**config.mk**
```make
export PLATFORM = sky130hd
export DESIGN_NAME = cmo_object_ctrl
export DESIGN_NICKNAME = d
export VERILOG_FILES = /design/src/core/cmo_fcnt_store.v /design/src/core/cmo_object_ctrl.v
export VERILOG_INCLUDE_DIRS = /design/src /design/src/inc
export SDC_FILE = /design/constraint.sdc
export NUM_CORES = 1
export LEC_CHECK = 0
export BUFFER_PORTS_ARGS = -buffer_cell sky130_fd_sc_hd__buf_2
export CORE_ASPECT_RATIO = 1.1
export CORE_MARGIN = 1
export CORE_UTILIZATION = 60
export DETAILED_ROUTE_END_ITERATION = 6
export PLACE_DENSITY = 0.87
export SLEW_MARGIN = 40
export SYNTH_ARGS = -nofsm -noshare
export SYNTH_HDL_FRONTEND = slang
export SYNTH_SLANG_ARGS = --single-unit
```
**constraint.sdc**
```tcl
create_clock -name ref_clk -period 8.1 [get_ports ref_clk]
set_clock_uncertainty 0.2 [all_clocks]
set_input_delay 1.62 -clock ref_clk [delete_from_list [all_inputs] [get_ports ref_clk]]
set_output_delay 1.62 -clock ref_clk [all_outputs]
set_load 0.05 [all_outputs]
```
**src/inc/cmo_map.vh**
```
// Register offsets, field positions, reset values and codes for the message object control block
`ifndef CMO_MAP_VH
`define CMO_MAP_VH

// ----------------------------------------------------------------------------
// Register indices (word address bits 3:0 = index, object number in the bits above)
// ----------------------------------------------------------------------------
`define CMO_CTRL_IDX      4'h0
`define CMO_CFG_IDX       4'h1
`define CMO_STAT_IDX      4'h2
`define CMO_AMASK_IDX     4'h3
`define CMO_ID_IDX        4'h4

// ----------------------------------------------------------------------------
// Control/status field positions (low bit of each two-bit pair and of the frame count)
// ----------------------------------------------------------------------------
`define CMO_VAL_POS       6
`define CMO_NEWD_POS      8
`define CMO_LOST_POS      10
`define CMO_SEND_REQUEST_POS      12
`define CMO_RPND_POS      14
`define CMO_FCNT_POS      16

// Two-bit codes
`define CMO_PAIR_CLR      2'h1
`define CMO_PAIR_SET      2'h2

// Configuration bit positions
`define CMO_CFG_NODE      1
`define CMO_CFG_XTD       2
`define CMO_CFG_DIR       3
`define CMO_CFG_GWEN      4
`define CMO_CFG_PTR_POS   8

// Reset values
`define CMO_CFG_RST       16'h0000
`define CMO_FCNT_RST      16'h0000
`define CMO_AMASK_RST     29'h1fffffff

`endif

```
**src/core/cmo_fcnt_store.v**
```verilog
// Small register store for the captured frame counter value
`timescale 1ns/100ps
module cmo_fcnt_store #(
   parameter WIDTH = 16
) (
   input  wire             ref_clk,
   input  wire             reset_n,
   input  wire             wr_en,
   input  wire [WIDTH-1:0] wr_data,
   output reg  [WIDTH-1:0] rd_data
);

   always @(posedge ref_clk) begin
      if (!reset_n) begin
         rd_data <= {WIDTH{1'b0}};
      end else if (wr_en) begin
         rd_data <= wr_data;
      end
   end

endmodule // cmo_fcnt_store

```
**src/core/cmo_object_ctrl.v**
```verilog
// Control and status logic of a set of CAN message objects
//
// Added by the designer: the register addresses and the plain strobed port.
`timescale 1ns/100ps
`include "cmo_map.vh"

module cmo_object_ctrl #(
   parameter N_OBJ   = 4,
   parameter OBJ_W   = 2,
   parameter FCNT_W  = 16
) (
   input  wire              ref_clk,
   input  wire              reset_n,
   input  wire [7:0]        reg_addr,
   input  wire [31:0]       reg_wdata,
   input  wire              reg_wr,
   input  wire              reg_rd,
   output reg  [31:0]       reg_rdata,
   input  wire              rx_valid,
   input  wire [28:0]       rx_id,
   input  wire              rx_xtd,
   input  wire              rx_remote,
   input  wire              rx_node,
   input  wire              rx_gateway,
   input  wire [FCNT_W-1:0] frame_count,
   output wire              tx_pending,
   output wire [OBJ_W-1:0]  tx_obj,
   output wire              tx_remote,
   input  wire              tx_start,
   input  wire              tx_done,
   output reg               rx_hit,
   output reg  [OBJ_W-1:0]  rx_hit_obj
);

   // ------------------------------------------------------------------------
   // Helpers
   // ------------------------------------------------------------------------
   function [0:0] pair_next;
      input       cur;
      input [1:0] code;
      begin
         if (code == `CMO_PAIR_SET)
            pair_next = 1'b1;
         else if (code == `CMO_PAIR_CLR)
            pair_next = 1'b0;
         else
            pair_next = cur;
      end
   endfunction

   function [1:0] pair_rd;
      input flag;
      begin
         pair_rd = flag ? `CMO_PAIR_SET : `CMO_PAIR_CLR;
      end
   endfunction

   // ------------------------------------------------------------------------
   // State
   // ------------------------------------------------------------------------
   reg [N_OBJ-1:0] val_reg, newd_reg, lost_reg, send_request_reg, rpnd_reg;
   reg [N_OBJ-1:0] node_reg, xtd_reg, dir_reg, gwen_reg;
   reg [N_OBJ-1:0] node_pend_reg, xtd_pend_reg, dir_pend_reg;
   reg [7:0]       ptr_reg [0:N_OBJ-1];
   reg [7:0]       ptr_pend_reg [0:N_OBJ-1];
   reg [28:0]      id_reg [0:N_OBJ-1];
   reg [28:0]      amask_reg [0:N_OBJ-1];
   reg [N_OBJ-1:0] newd_again_reg;
   reg             busy_reg;
   reg [OBJ_W-1:0] busy_obj_reg;
   reg             busy_rmt_reg;

   wire [3:0]       reg_idx = reg_addr[3:0];
   wire [OBJ_W-1:0] reg_obj = reg_addr[OBJ_W+3:4];
   // Software setting fresh-data this cycle wins over the clear at transmission start
   wire             sw_newd_set = reg_wr && (reg_idx == `CMO_CTRL_IDX) &&
                                  (reg_wdata[`CMO_NEWD_POS+1:`CMO_NEWD_POS] == `CMO_PAIR_SET);

   // ------------------------------------------------------------------------
   // Acceptance match and priority select
   // ------------------------------------------------------------------------
   reg [N_OBJ-1:0] match;
   reg             sel_found;
   reg [OBJ_W-1:0] sel_obj;
   integer         k;

   always @* begin
      match     = {N_OBJ{1'b0}};
      sel_found = 1'b0;
      sel_obj   = {OBJ_W{1'b0}};
      for (k = 0; k < N_OBJ; k = k + 1) begin
         match[k] = val_reg[k] && (node_reg[k] == rx_node) && (xtd_reg[k] == rx_xtd) &&
                    (((id_reg[k] ^ rx_id) & amask_reg[k] &
                      (rx_xtd ? 29'h1fffffff : 29'h1ffc0000)) == 29'h0);
      end
      for (k = N_OBJ - 1; k >= 0; k = k - 1) begin
         if (val_reg[k] && send_request_reg[k] && !lost_reg[k]) begin
            sel_found = 1'b1;
            sel_obj   = k[OBJ_W-1:0];
         end
      end
   end

   // First matching object takes the frame
   reg             hit_any;
   reg [OBJ_W-1:0] hit_obj;
   integer         m;
   always @* begin
      hit_any = 1'b0;
      hit_obj = {OBJ_W{1'b0}};
      for (m = N_OBJ - 1; m >= 0; m = m - 1) begin
         if (match[m]) begin
            hit_any = 1'b1;
            hit_obj = m[OBJ_W-1:0];
         end
      end
   end

   assign tx_pending = sel_found && !busy_reg;
   assign tx_obj     = sel_obj;
   assign tx_remote  = !dir_reg[sel_obj];

   // ------------------------------------------------------------------------
   // Frame count snapshot stores
   // ------------------------------------------------------------------------
   wire [FCNT_W-1:0] fcnt_q [0:N_OBJ-1];
   genvar g;
   generate
      for (g = 0; g < N_OBJ; g = g + 1) begin : g_fcnt
         wire cap = (rx_valid && hit_any && hit_obj == g && !rx_remote && !dir_reg[g]) ||
                    (tx_done && busy_reg && busy_obj_reg == g && !busy_rmt_reg);
         cmo_fcnt_store #(.WIDTH(FCNT_W)) u_fcnt (
            .ref_clk (ref_clk),
            .reset_n (reset_n),
            .wr_en   (cap),
            .wr_data (frame_count),
            .rd_data (fcnt_q[g])
         );
      end
   endgenerate

   // ------------------------------------------------------------------------
   // Flag update
   // ------------------------------------------------------------------------
   integer i;
   always @(posedge ref_clk) begin
      if (!reset_n) begin
         val_reg        <= {N_OBJ{1'b0}};
         newd_reg       <= {N_OBJ{1'b0}};
         lost_reg       <= {N_OBJ{1'b0}};
         send_request_reg       <= {N_OBJ{1'b0}};
         rpnd_reg       <= {N_OBJ{1'b0}};
         node_reg       <= {N_OBJ{1'b0}};
         xtd_reg        <= {N_OBJ{1'b0}};
         dir_reg        <= {N_OBJ{1'b0}};
         gwen_reg       <= {N_OBJ{1'b0}};
         node_pend_reg  <= {N_OBJ{1'b0}};
         xtd_pend_reg   <= {N_OBJ{1'b0}};
         dir_pend_reg   <= {N_OBJ{1'b0}};
         newd_again_reg <= {N_OBJ{1'b0}};
         busy_reg       <= 1'b0;
         busy_obj_reg   <= {OBJ_W{1'b0}};
         busy_rmt_reg   <= 1'b0;
         rx_hit         <= 1'b0;
         rx_hit_obj     <= {OBJ_W{1'b0}};
         for (i = 0; i < N_OBJ; i = i + 1) begin
            ptr_reg[i]      <= 8'h00;
            ptr_pend_reg[i] <= 8'h00;
            id_reg[i]       <= 29'h0;
            amask_reg[i]    <= `CMO_AMASK_RST;
         end
      end else begin
         rx_hit     <= rx_valid && hit_any;
         rx_hit_obj <= hit_obj;
         for (i = 0; i < N_OBJ; i = i + 1) begin
            // Software writes first; hardware events below override them, except the transmission-start clear of a fresh-data set by software
            if (reg_wr && reg_obj == i) begin
               if (reg_idx == `CMO_CTRL_IDX) begin
                  val_reg[i]  <= pair_next(val_reg[i],  reg_wdata[`CMO_VAL_POS+1:`CMO_VAL_POS]);
                  newd_reg[i] <= pair_next(newd_reg[i], reg_wdata[`CMO_NEWD_POS+1:`CMO_NEWD_POS]);
                  lost_reg[i] <= pair_next(lost_reg[i], reg_wdata[`CMO_LOST_POS+1:`CMO_LOST_POS]);
                  send_request_reg[i] <= pair_next(send_request_reg[i], reg_wdata[`CMO_SEND_REQUEST_POS+1:`CMO_SEND_REQUEST_POS]);
                  rpnd_reg[i] <= pair_next(rpnd_reg[i], reg_wdata[`CMO_RPND_POS+1:`CMO_RPND_POS]);
                  if (reg_wdata[`CMO_VAL_POS+1:`CMO_VAL_POS] == `CMO_PAIR_SET) begin
                     node_reg[i] <= node_pend_reg[i];
                     xtd_reg[i]  <= xtd_pend_reg[i];
                     dir_reg[i]  <= dir_pend_reg[i];
                     ptr_reg[i]  <= ptr_pend_reg[i];
                  end
                  if (reg_wdata[`CMO_NEWD_POS+1:`CMO_NEWD_POS] == `CMO_PAIR_SET)
                     newd_again_reg[i] <= 1'b1;
               end else if (reg_idx == `CMO_CFG_IDX) begin
                  node_pend_reg[i] <= reg_wdata[`CMO_CFG_NODE];
                  xtd_pend_reg[i]  <= reg_wdata[`CMO_CFG_XTD];
                  dir_pend_reg[i]  <= reg_wdata[`CMO_CFG_DIR];
                  gwen_reg[i]      <= reg_wdata[`CMO_CFG_GWEN];
                  ptr_pend_reg[i]  <= reg_wdata[`CMO_CFG_PTR_POS+7:`CMO_CFG_PTR_POS];
               end else if (reg_idx == `CMO_AMASK_IDX) begin
                  amask_reg[i] <= reg_wdata[28:0];
               end else if (reg_idx == `CMO_ID_IDX) begin
                  id_reg[i] <= reg_wdata[28:0];
               end
            end
            // Transmission done; a remote frame arriving in the same cycle still sets the request
            if (tx_done && busy_reg && busy_obj_reg == i) begin
               if (busy_rmt_reg || !(newd_again_reg[i] || newd_reg[i])) begin
                  send_request_reg[i] <= 1'b0;
                  rpnd_reg[i] <= 1'b0;
               end
            end
            // Frame reception
            if (rx_valid && hit_any && hit_obj == i) begin
               if (rx_remote && dir_reg[i] && !(rx_gateway && !gwen_reg[i])) begin
                  send_request_reg[i] <= 1'b1;
                  rpnd_reg[i] <= 1'b1;
               end else if (!rx_remote && !dir_reg[i]) begin
                  newd_reg[i] <= 1'b1;
                  if (newd_reg[i])
                     lost_reg[i] <= 1'b1;
                  if (rx_gateway && gwen_reg[i])
                     send_request_reg[i] <= 1'b1;
               end
            end
            // Transmission start: data frames drop the fresh-data mark
            if (tx_start && tx_pending && sel_obj == i && !(sw_newd_set && reg_obj == i)) begin
               if (dir_reg[i])
                  newd_reg[i] <= 1'b0;
               newd_again_reg[i] <= 1'b0;
            end
         end
         if (tx_start && tx_pending) begin
            busy_reg     <= 1'b1;
            busy_obj_reg <= sel_obj;
            busy_rmt_reg <= !dir_reg[sel_obj];
         end else if (tx_done) begin
            busy_reg <= 1'b0;
         end
      end
   end

   // ------------------------------------------------------------------------
   // Register read
   // ------------------------------------------------------------------------
   always @(posedge ref_clk) begin
      if (!reset_n) begin
         reg_rdata <= 32'h0;
      end else if (reg_rd) begin
         if (reg_idx == `CMO_CTRL_IDX) begin
            reg_rdata <= {fcnt_q[reg_obj],
                          pair_rd(rpnd_reg[reg_obj]), pair_rd(send_request_reg[reg_obj]),
                          pair_rd(lost_reg[reg_obj]), pair_rd(newd_reg[reg_obj]),
                          pair_rd(val_reg[reg_obj]), 6'h00};
         end else if (reg_idx == `CMO_CFG_IDX) begin
            reg_rdata <= {16'h0000, ptr_pend_reg[reg_obj], 3'h0, gwen_reg[reg_obj],
                          dir_pend_reg[reg_obj], xtd_pend_reg[reg_obj], node_pend_reg[reg_obj], 1'b0};
         end else if (reg_idx == `CMO_STAT_IDX) begin
            reg_rdata <= {16'h0000, ptr_reg[reg_obj], 4'h0,
                          dir_reg[reg_obj], xtd_reg[reg_obj], node_reg[reg_obj], busy_reg};
         end else if (reg_idx == `CMO_AMASK_IDX) begin
            reg_rdata <= {3'h7, amask_reg[reg_obj]};
         end else if (reg_idx == `CMO_ID_IDX) begin
            reg_rdata <= {3'h0, id_reg[reg_obj]};
         end else begin
            reg_rdata <= 32'h0;
         end
      end else begin
         reg_rdata <= 32'h0;
      end
   end

endmodule // cmo_object_ctrl

```
* Word-level counts from Yosys, hierarchy flattened
Memories as Yosys holds them, arrays and structs flattened.
Cells that the tools add are included.
** Operators by class
- $lt $le $gt $ge :: 3
- Eq/ne operators :: 34
- Mux-type cells :: 276
- Bitwise logic cells :: 32
- Reduce and logical (&&, ||, !) cells :: 157
** Operators with widths (count)
- $mux W29 :: 9
- $and A29 B29 Y29 :: 8
- $mux W1 :: 225
- $mux W32 :: 4
- $logic_not A29 Y1 :: 4
- $xor A29 B29 Y29 :: 4
- $logic_and A1 B1 Y1 :: 82
- $mux W8 :: 8
- $reduce_and A3 Y1 :: 16
- $bmux W16 S2 :: 1
- $mux W16 :: 2
- $logic_not A1 Y1 :: 28
- $bmux W1 S2 :: 13
- $eq A2 B2 Y1 const B :: 13
- $mux W2 :: 13
- $eq A2 B1 Y1 const B :: 9
- $mux W18 :: 1
- $or A1 B1 Y1 :: 16
- $logic_or A1 B1 Y1 :: 12
- $eq A1 B1 Y1 :: 8
- $eq A4 B2 Y1 const B :: 2
- $logic_not A2 Y1 :: 4
- $reduce_or A2 Y1 :: 4
- $lt A2 B3 Y1 const B :: 2
- 11 further kinds :: 14
** Storage, ports and cells
- Register bits after elaboration :: 155
- Bits in writable memories :: 296
- Output and inout bits :: 39
- Memories kept :: 4
** Memory list
- amask_reg :: words 4, width 29, read ports 5, clocked after Yosys merged registers in 0, write ports 4, RTL line cmo_object_ctrl.v:67 : reg [28:0] amask_reg [0:N_OBJ-1];
- id_reg :: words 4, width 29, read ports 5, clocked after Yosys merged registers in 0, write ports 4, RTL line cmo_object_ctrl.v:66 : reg [28:0] id_reg [0:N_OBJ-1];
- ptr_pend_reg :: words 4, width 8, read ports 5, clocked after Yosys merged registers in 0, write ports 4, RTL line cmo_object_ctrl.v:65 : reg [7:0] ptr_pend_reg [0:N_OBJ-1];
- ptr_reg :: words 4, width 8, read ports 1, clocked after Yosys merged registers in 0, write ports 4, RTL line cmo_object_ctrl.v:64 : reg [7:0] ptr_reg [0:N_OBJ-1];

* Depth between registers and ports, before layout
Gate-level depths: netlist of the first run.
An unclocked memory read counts as a cell.
- Word-level depth :: 15
- Depth in mapped cells :: 9

* Cells and area by module
From an unflattened synthesis of the first run, not the netlist that was laid out.
** Unflattened totals
- Cell total of the unflattened synthesis :: 1720
- Area total of the unflattened synthesis :: 21897.3 µm²
** By module, submodules not included
- cmo_object_ctrl :: instances 1, cells each 1516, area an instance 19434.9 µm², seq. area each 10710.3 µm²
- cmo_fcnt_store :: instances 4, cells each 51, area an instance 615.6 µm², seq. area each 320.3 µm²

* Worst setup path before layout of the first run
Ideal clock, no wire load.
- Path kind :: input-to-reg
- Start :: input reg_addr[4]
- End :: memory id_reg[2][0], enable pin
- Data arrival time :: 4.510 ns
- Required time :: 7.445 ns
- Setup slack :: 2.935 ns
- Stages on the path :: 4
- Buffers on the path :: 2
- Path through :: buf_2 -> buf_1 -> or2_2 -> o21ai_0
** RTL lines
- start, declared :: RTL line cmo_object_ctrl.v:14 : input wire [7:0] reg_addr,
- end, declared :: RTL line cmo_object_ctrl.v:66

==> results of run 1 <==
## how the worst max path moves through the flow
stage	end
2_1_floorplan	id_reg[2][0]
3_3_place_gp	reg_rdata[1]
3_5_place_dp	ptr_pend_reg[1][0]
4_1_cts	tx_remote
5_1_grt	ptr_pend_reg[1][3]
6_report	ptr_pend_reg[1][3]
## cells in the final DEF (no fill, tap or decap), drive strengths merged, types with 6 or more instances in the layout
cell,Yosys,final
dfxtp,155,155
nor2b,11,11
xor2,116,116
inv,18,23
buf,29,161
or2,6,6
clkbuf,97,59
and2,183,183
clkinv,1,15
a31oi,10,10
nand4,13,13
edfxtp,296,296
xnor2,8,8
nand3,43,43
o21ai,87,87
mux2i,49,49
or3,120,120
nand2b,17,17
nor2,84,84
a21oi,91,91
nor3,10,10
diode,0,8
mux4,102,102
nand2,153,153
a22oi,67,67
a22o,28,28
## report_power, final
group	internal (mW)	switching, mW	leakage (nW)
Clock	1.23	0.908	0.751
Sequential	2.53	0.0535	4.17
Combinational	0.157	0.300	3.86
Total	3.92	1.26	8.78
## cell type report
| cell class | count | area (µm²) |
|---|---|---|
| diodes | 8 | 20.0 |
| clock buffers | 59 | 1300 |
| clock inverters | 24 | 206 |
| fillers | 2424 | 11400 |
| inverters | 19 | 71.3 |
| multi-input cells | 1251 | 9560 |
| flip-flops and latches | 451 | 12000 |
| well taps | 487 | 609 |
| repair buffers | 161 | 945 |
## worst max-delay path: cells and delay by family
family / cells / cell delay (ps)
buffers and inverters: 5 / 2440
AO/OA/AOI/OAI: 1 / 450
## metrics by stage
stage	setup slack, ps	hold WS, ps	cells	utilization
floorplan	2930	232	1847	-
CTS	3680	258	2451	0.683
global placement	3130	239	2365	0.639
finish	3600	256	2460	0.685
global route	3480	279	2459	0.685
detailed placement	3130	250	2368	0.641
## logic make-up (layout without fill, tap and decap cells)
kind of cell	count (synthesis)	count (layout)	share of synthesized area
simple gates	665	665	0.161
fa+ha+maj	1	1	0.000569
mux	151	151	0.127
flops	451	451	0.545
other cells	0	8	0
xor+xnor	124	124	0.0494
compound gates	310	310	0.0903
buf+inv	145	263	0.0263
## per-layer routing
metal	global-route usage	vias up	routed length, µm
met3	0.0992	295	8440
met1	0.431	7890	22200
li1	-	7005	-
met5	0	-	16
met4	0.235	2	4320
met2	0.561	1293	30800
==> reports/results.ini, run 1 <==
[flow_run]
maxCapViolCount = 0

[die]
rows = 73
start_util = 0.609
die-area_um2 = 37400
die-width_um = 185
ioPinCount = 135
core-area_um2 = 36100
die_h_um = 203

[synth]
synth_fp_nets = 1944
netlist_top_cells_area = edfxtp_1 (40%), dfxtp_1 (14%), mux4_2 (10%)
synth_most_common_cell = edfxtp_1
synthTopCellsByCount = edfxtp_1 (296), and2_1 (183), dfxtp_1 (155), nand2_1 (153), or3_1 (120)
syn_area_um2 = 22000
synth_area_leader_cell = edfxtp_1
syn_inst = 1847
synthArstFlopShare = 0
yosys_warnings = 0
synth_edf_count = 296
post-synth-top-area-fraction = 0.404
synthDistinctLibCells = 64
avgSynthCellArea_um2 = 11.9
ys_ff_latch = 451
synthFlopType = edfxtp_1
synth_seq_area_share = 0.545

[worst_setup_path]
path_class = primary input to register
max_stage_delay_ps = 700
cp-end-kind = register
start_kind = primary input
crit_start = reset_n
regToRegStartpoint = id_reg[2][3]
ff2ff_path_depth = 7
slowest_stage = clkinv_1
worstPathArrival_ps = 4560
cp_common_cell = buf_4
worstPathRequired_ps = 8160
cp_cell_sequence = buf_4 -> buf_4 -> clkinv_1 -> buf_4 -> a31oi_1 -> inv_1
path_max_fanout = 76
r2r_end = g_fcnt[3].u_fcnt.rd_data[6]
reg2reg_slack_ps = 4800

[clocking]
ctsHoldBuffers = 0
cts_setup_buffers = 0
clk_latency_ps = 570
cts_buffers = 45
clkTransAtPathRegs_ps = 60
cts_buffer_depth = 3
cts_resized = 0
cts.sinks = 451
clockRootBuffer = clkbuf_16
h-tree-depth = 2
cts_tree = done

[sta]
finalSetupViolations = 0
rsz0062_at_grt = no
hold_viol = 0
fmax_mhz = 222
slew_headroom = 0.410
fin_crit_sh = 0.555
final_max_slew_viol_count = 0
worstMarginPinSlew_ps = 885
fin_crit_ps = 4500
fin_tns_setup_ps = 0

[grt]
grt_pass1_vias = 16800
grt_max_degree = 122
antenna_found_initial = 10
grt_usage = 0.357
grt_pass1_wl_um = 98100
gr-total-overflow = 0

[power]
peakVddDrop_mv = 0.140
p_per_area_nw_per_um2 = 210
total_power_mw = 5.18
p_leak_nw = 8.78

[routing]
wl_um = 65700
final_antenna_net_count = 0
drc = 4
drt_pre_antenna_iters = 7
drt_iter0_drc = 2547
via_per_inst = 6.70
wl_per_cell_um = 26.7
vias = 16500

[worst_hold_path]
hold_depth = 2
hold_path.startpoint = g_fcnt[2].u_fcnt.rd_data[7]
hold_path_end = g_fcnt[2].u_fcnt.rd_data[7]
hold_class = register to register

[status]
failed_checks = design-rule violations
outcome = finished, violations left

[layout]
nets = 2026
drive_gt1_frac = 0.187
final_area_um2 = 24700
flow.area_growth_from_synthesis_pct = 12.4

[placement]
io_buffers = 129
place.gp.congestion = 0.940
dpl-instance-area_um2 = 23100
hpwl_um = 43800

Note: power is estimated with default switching activity, not from simulation.
==> run 2: changes to the inputs <==
clock period = 4.18 ns   (was 8.1 ns; I/O delays follow)
==> reports/results.ini, run 2 (synthesized netlist as in run 1, its figures left out) <==
[sta]
rsz0062_at_grt = no
fin_tns_setup_ps = 0
finalSetupViolations = 0
fin_crit_sh = 0.877
slew_headroom = 0.449
hold_viol = 0
fin_crit_ps = 3660
fmax_mhz = 273
final_max_slew_viol_count = 0
layout_setup_ws_ps = 515
worstMarginPinSlew_ps = 824

[worst_setup_path]
path_max_fanout = 4
slowest_stage = nor4bb_1
worstPathArrival_ps = 2630
start_kind = register
worstPathRequired_ps = 3140
max_stage_delay_ps = 640
cp-end-kind = output port
cp_cell_sequence = and3b_1 -> nor4bb_1 -> o21ai_0 -> a22o_1 -> buf_2
regToRegStartpoint = id_reg[1][28]
path_class = register to output port
crit_start = lost_reg[2]

[grt]
grt_max_degree = 79
grt_pass1_wl_um = 98100
grt_usage = 0.355
gr-total-overflow = 0
grt_pass1_vias = 16600
antenna_found_initial = 10

[flow_run]
maxCapViolCount = 0

[worst_hold_path]
hold_path.startpoint = g_fcnt[1].u_fcnt.rd_data[11]
hold_class = register to register

[layout]
nets = 2047
flow.area_growth_from_synthesis_pct = 12.5
fillers = 2435
post-route-util = 0.685
drive_gt1_frac = 0.190
final_common_cell = edfxtp_1
final_cell_mix = edfxtp_1 (296), and2_1 (183), dfxtp_1 (155), nand2_1 (153), buf_2 (126)

[routing]
wl_met2_um = 30700
drc = 0
final_antenna_net_count = 0
drt_pre_antenna_iters = 6
via_per_inst = 6.66
drt_iter0_drc = 2528
maxUsedRoutingLayer = met5
vias = 16500
wl_um = 65500
wl_per_cell_um = 26.4
drt-met1-wl_um = 22500
met3WireLength_um = 8370

[die]
core-area_um2 = 36100
die-width_um = 185
start_util = 0.609
rows = 73
die_h_um = 203
die-area_um2 = 37400
ioPinCount = 135

[placement]
pre_cts_slack_ps = 648
hpwl_um = 44300
io_buffers = 129
place.gp.congestion = 0.972

[clocking]
clkTransAtPathRegs_ps = 60
h-tree-depth = 2
cts_tree = done
cts_buffers = 45
clk_latency_ps = 570
cts.sinks = 451
cts_setup_buffers = 0
ctsHoldBuffers = 0
cts_buffer_depth = 3
cts_resized = 0
clockRootBuffer = clkbuf_16

[power]
p_per_area_nw_per_um2 = 397
p_leak_nw = 8.81
peakVddDrop_mv = 0.285

[status]
outcome = finished clean

==> run 2: changes by cell type in the layout (fill, tap and decap cells not counted), sizes merged <==
cell and change:
clkbuf +5, clkinvlp -2, bufinv -1, inv -2
buf +21, clkinv -5
==> run 2: worst max-delay path: cells and delay by family, from the launching register on <==
kind                   cells  cell delay (ps)
AOI/OAI and AO/OA          2              600
DFF                        1              410
buffers and inverters      1              210
and+or+nand+nor            2              860
==> run 2: report_power, final <==
group	internal, mW	switching (mW)	leakage (nW)
logic	0.313	0.574	3.95
registers	4.90	0.101	4.17
clock network	2.25	1.69	0.694
total	7.46	2.37	8.81
==> run 2: path summary, 6_finish.rpt <==
kind | depth (start not counted) | slack [ps] | endpoint
worst max-delay path | 5 | 520 | tx_remote
worst min-delay path | 2 | 260 | g_fcnt[1].u_fcnt.rd_data[11]
worst max register to register | 8 | 1090 | g_fcnt[1].u_fcnt.rd_data[8]
worst min register to register | 2 | 260 | g_fcnt[1].u_fcnt.rd_data[11]
==> run 2: metal layers <==
metal / vias to the layer above / global-route usage
met5: - / 0
li1: 7023 / -
met1: 7897 / 0.451
met3: 277 / 0.0863
met4: 2 / 0.207
met2: 1297 / 0.555
==> run 2: final cells by class <==
| type | instances | area (µm²) | area share |
|---|---|---|---|
| Sequential cell | 451 | 12000 | 0.485 |
| Multi-Input combinational cell | 1251 | 9530 | 0.386 |
| Clock buffer | 64 | 1280 | 0.0517 |
| Timing Repair Buffer | 182 | 1100 | 0.0443 |
| Tap cell | 487 | 609 | 0.0246 |
| Clock inverter | 14 | 125 | 0.00506 |
| Inverter | 19 | 71.3 | 0.00288 |
| Antenna cell | 8 | 20.0 | 0.000810 |
==> run 2: through the flow <==
stage,hold WS (ps),area [µm²],instances,power (mW)
after floorplan,232,22000,1847,5.57
after global placement,239,23300,2390,5.91
after detailed placement,249,23300,2390,5.94
after CTS,257,24700,2468,9.79
after global routing,285,24700,2475,10.0
final,261,24700,2476,9.83
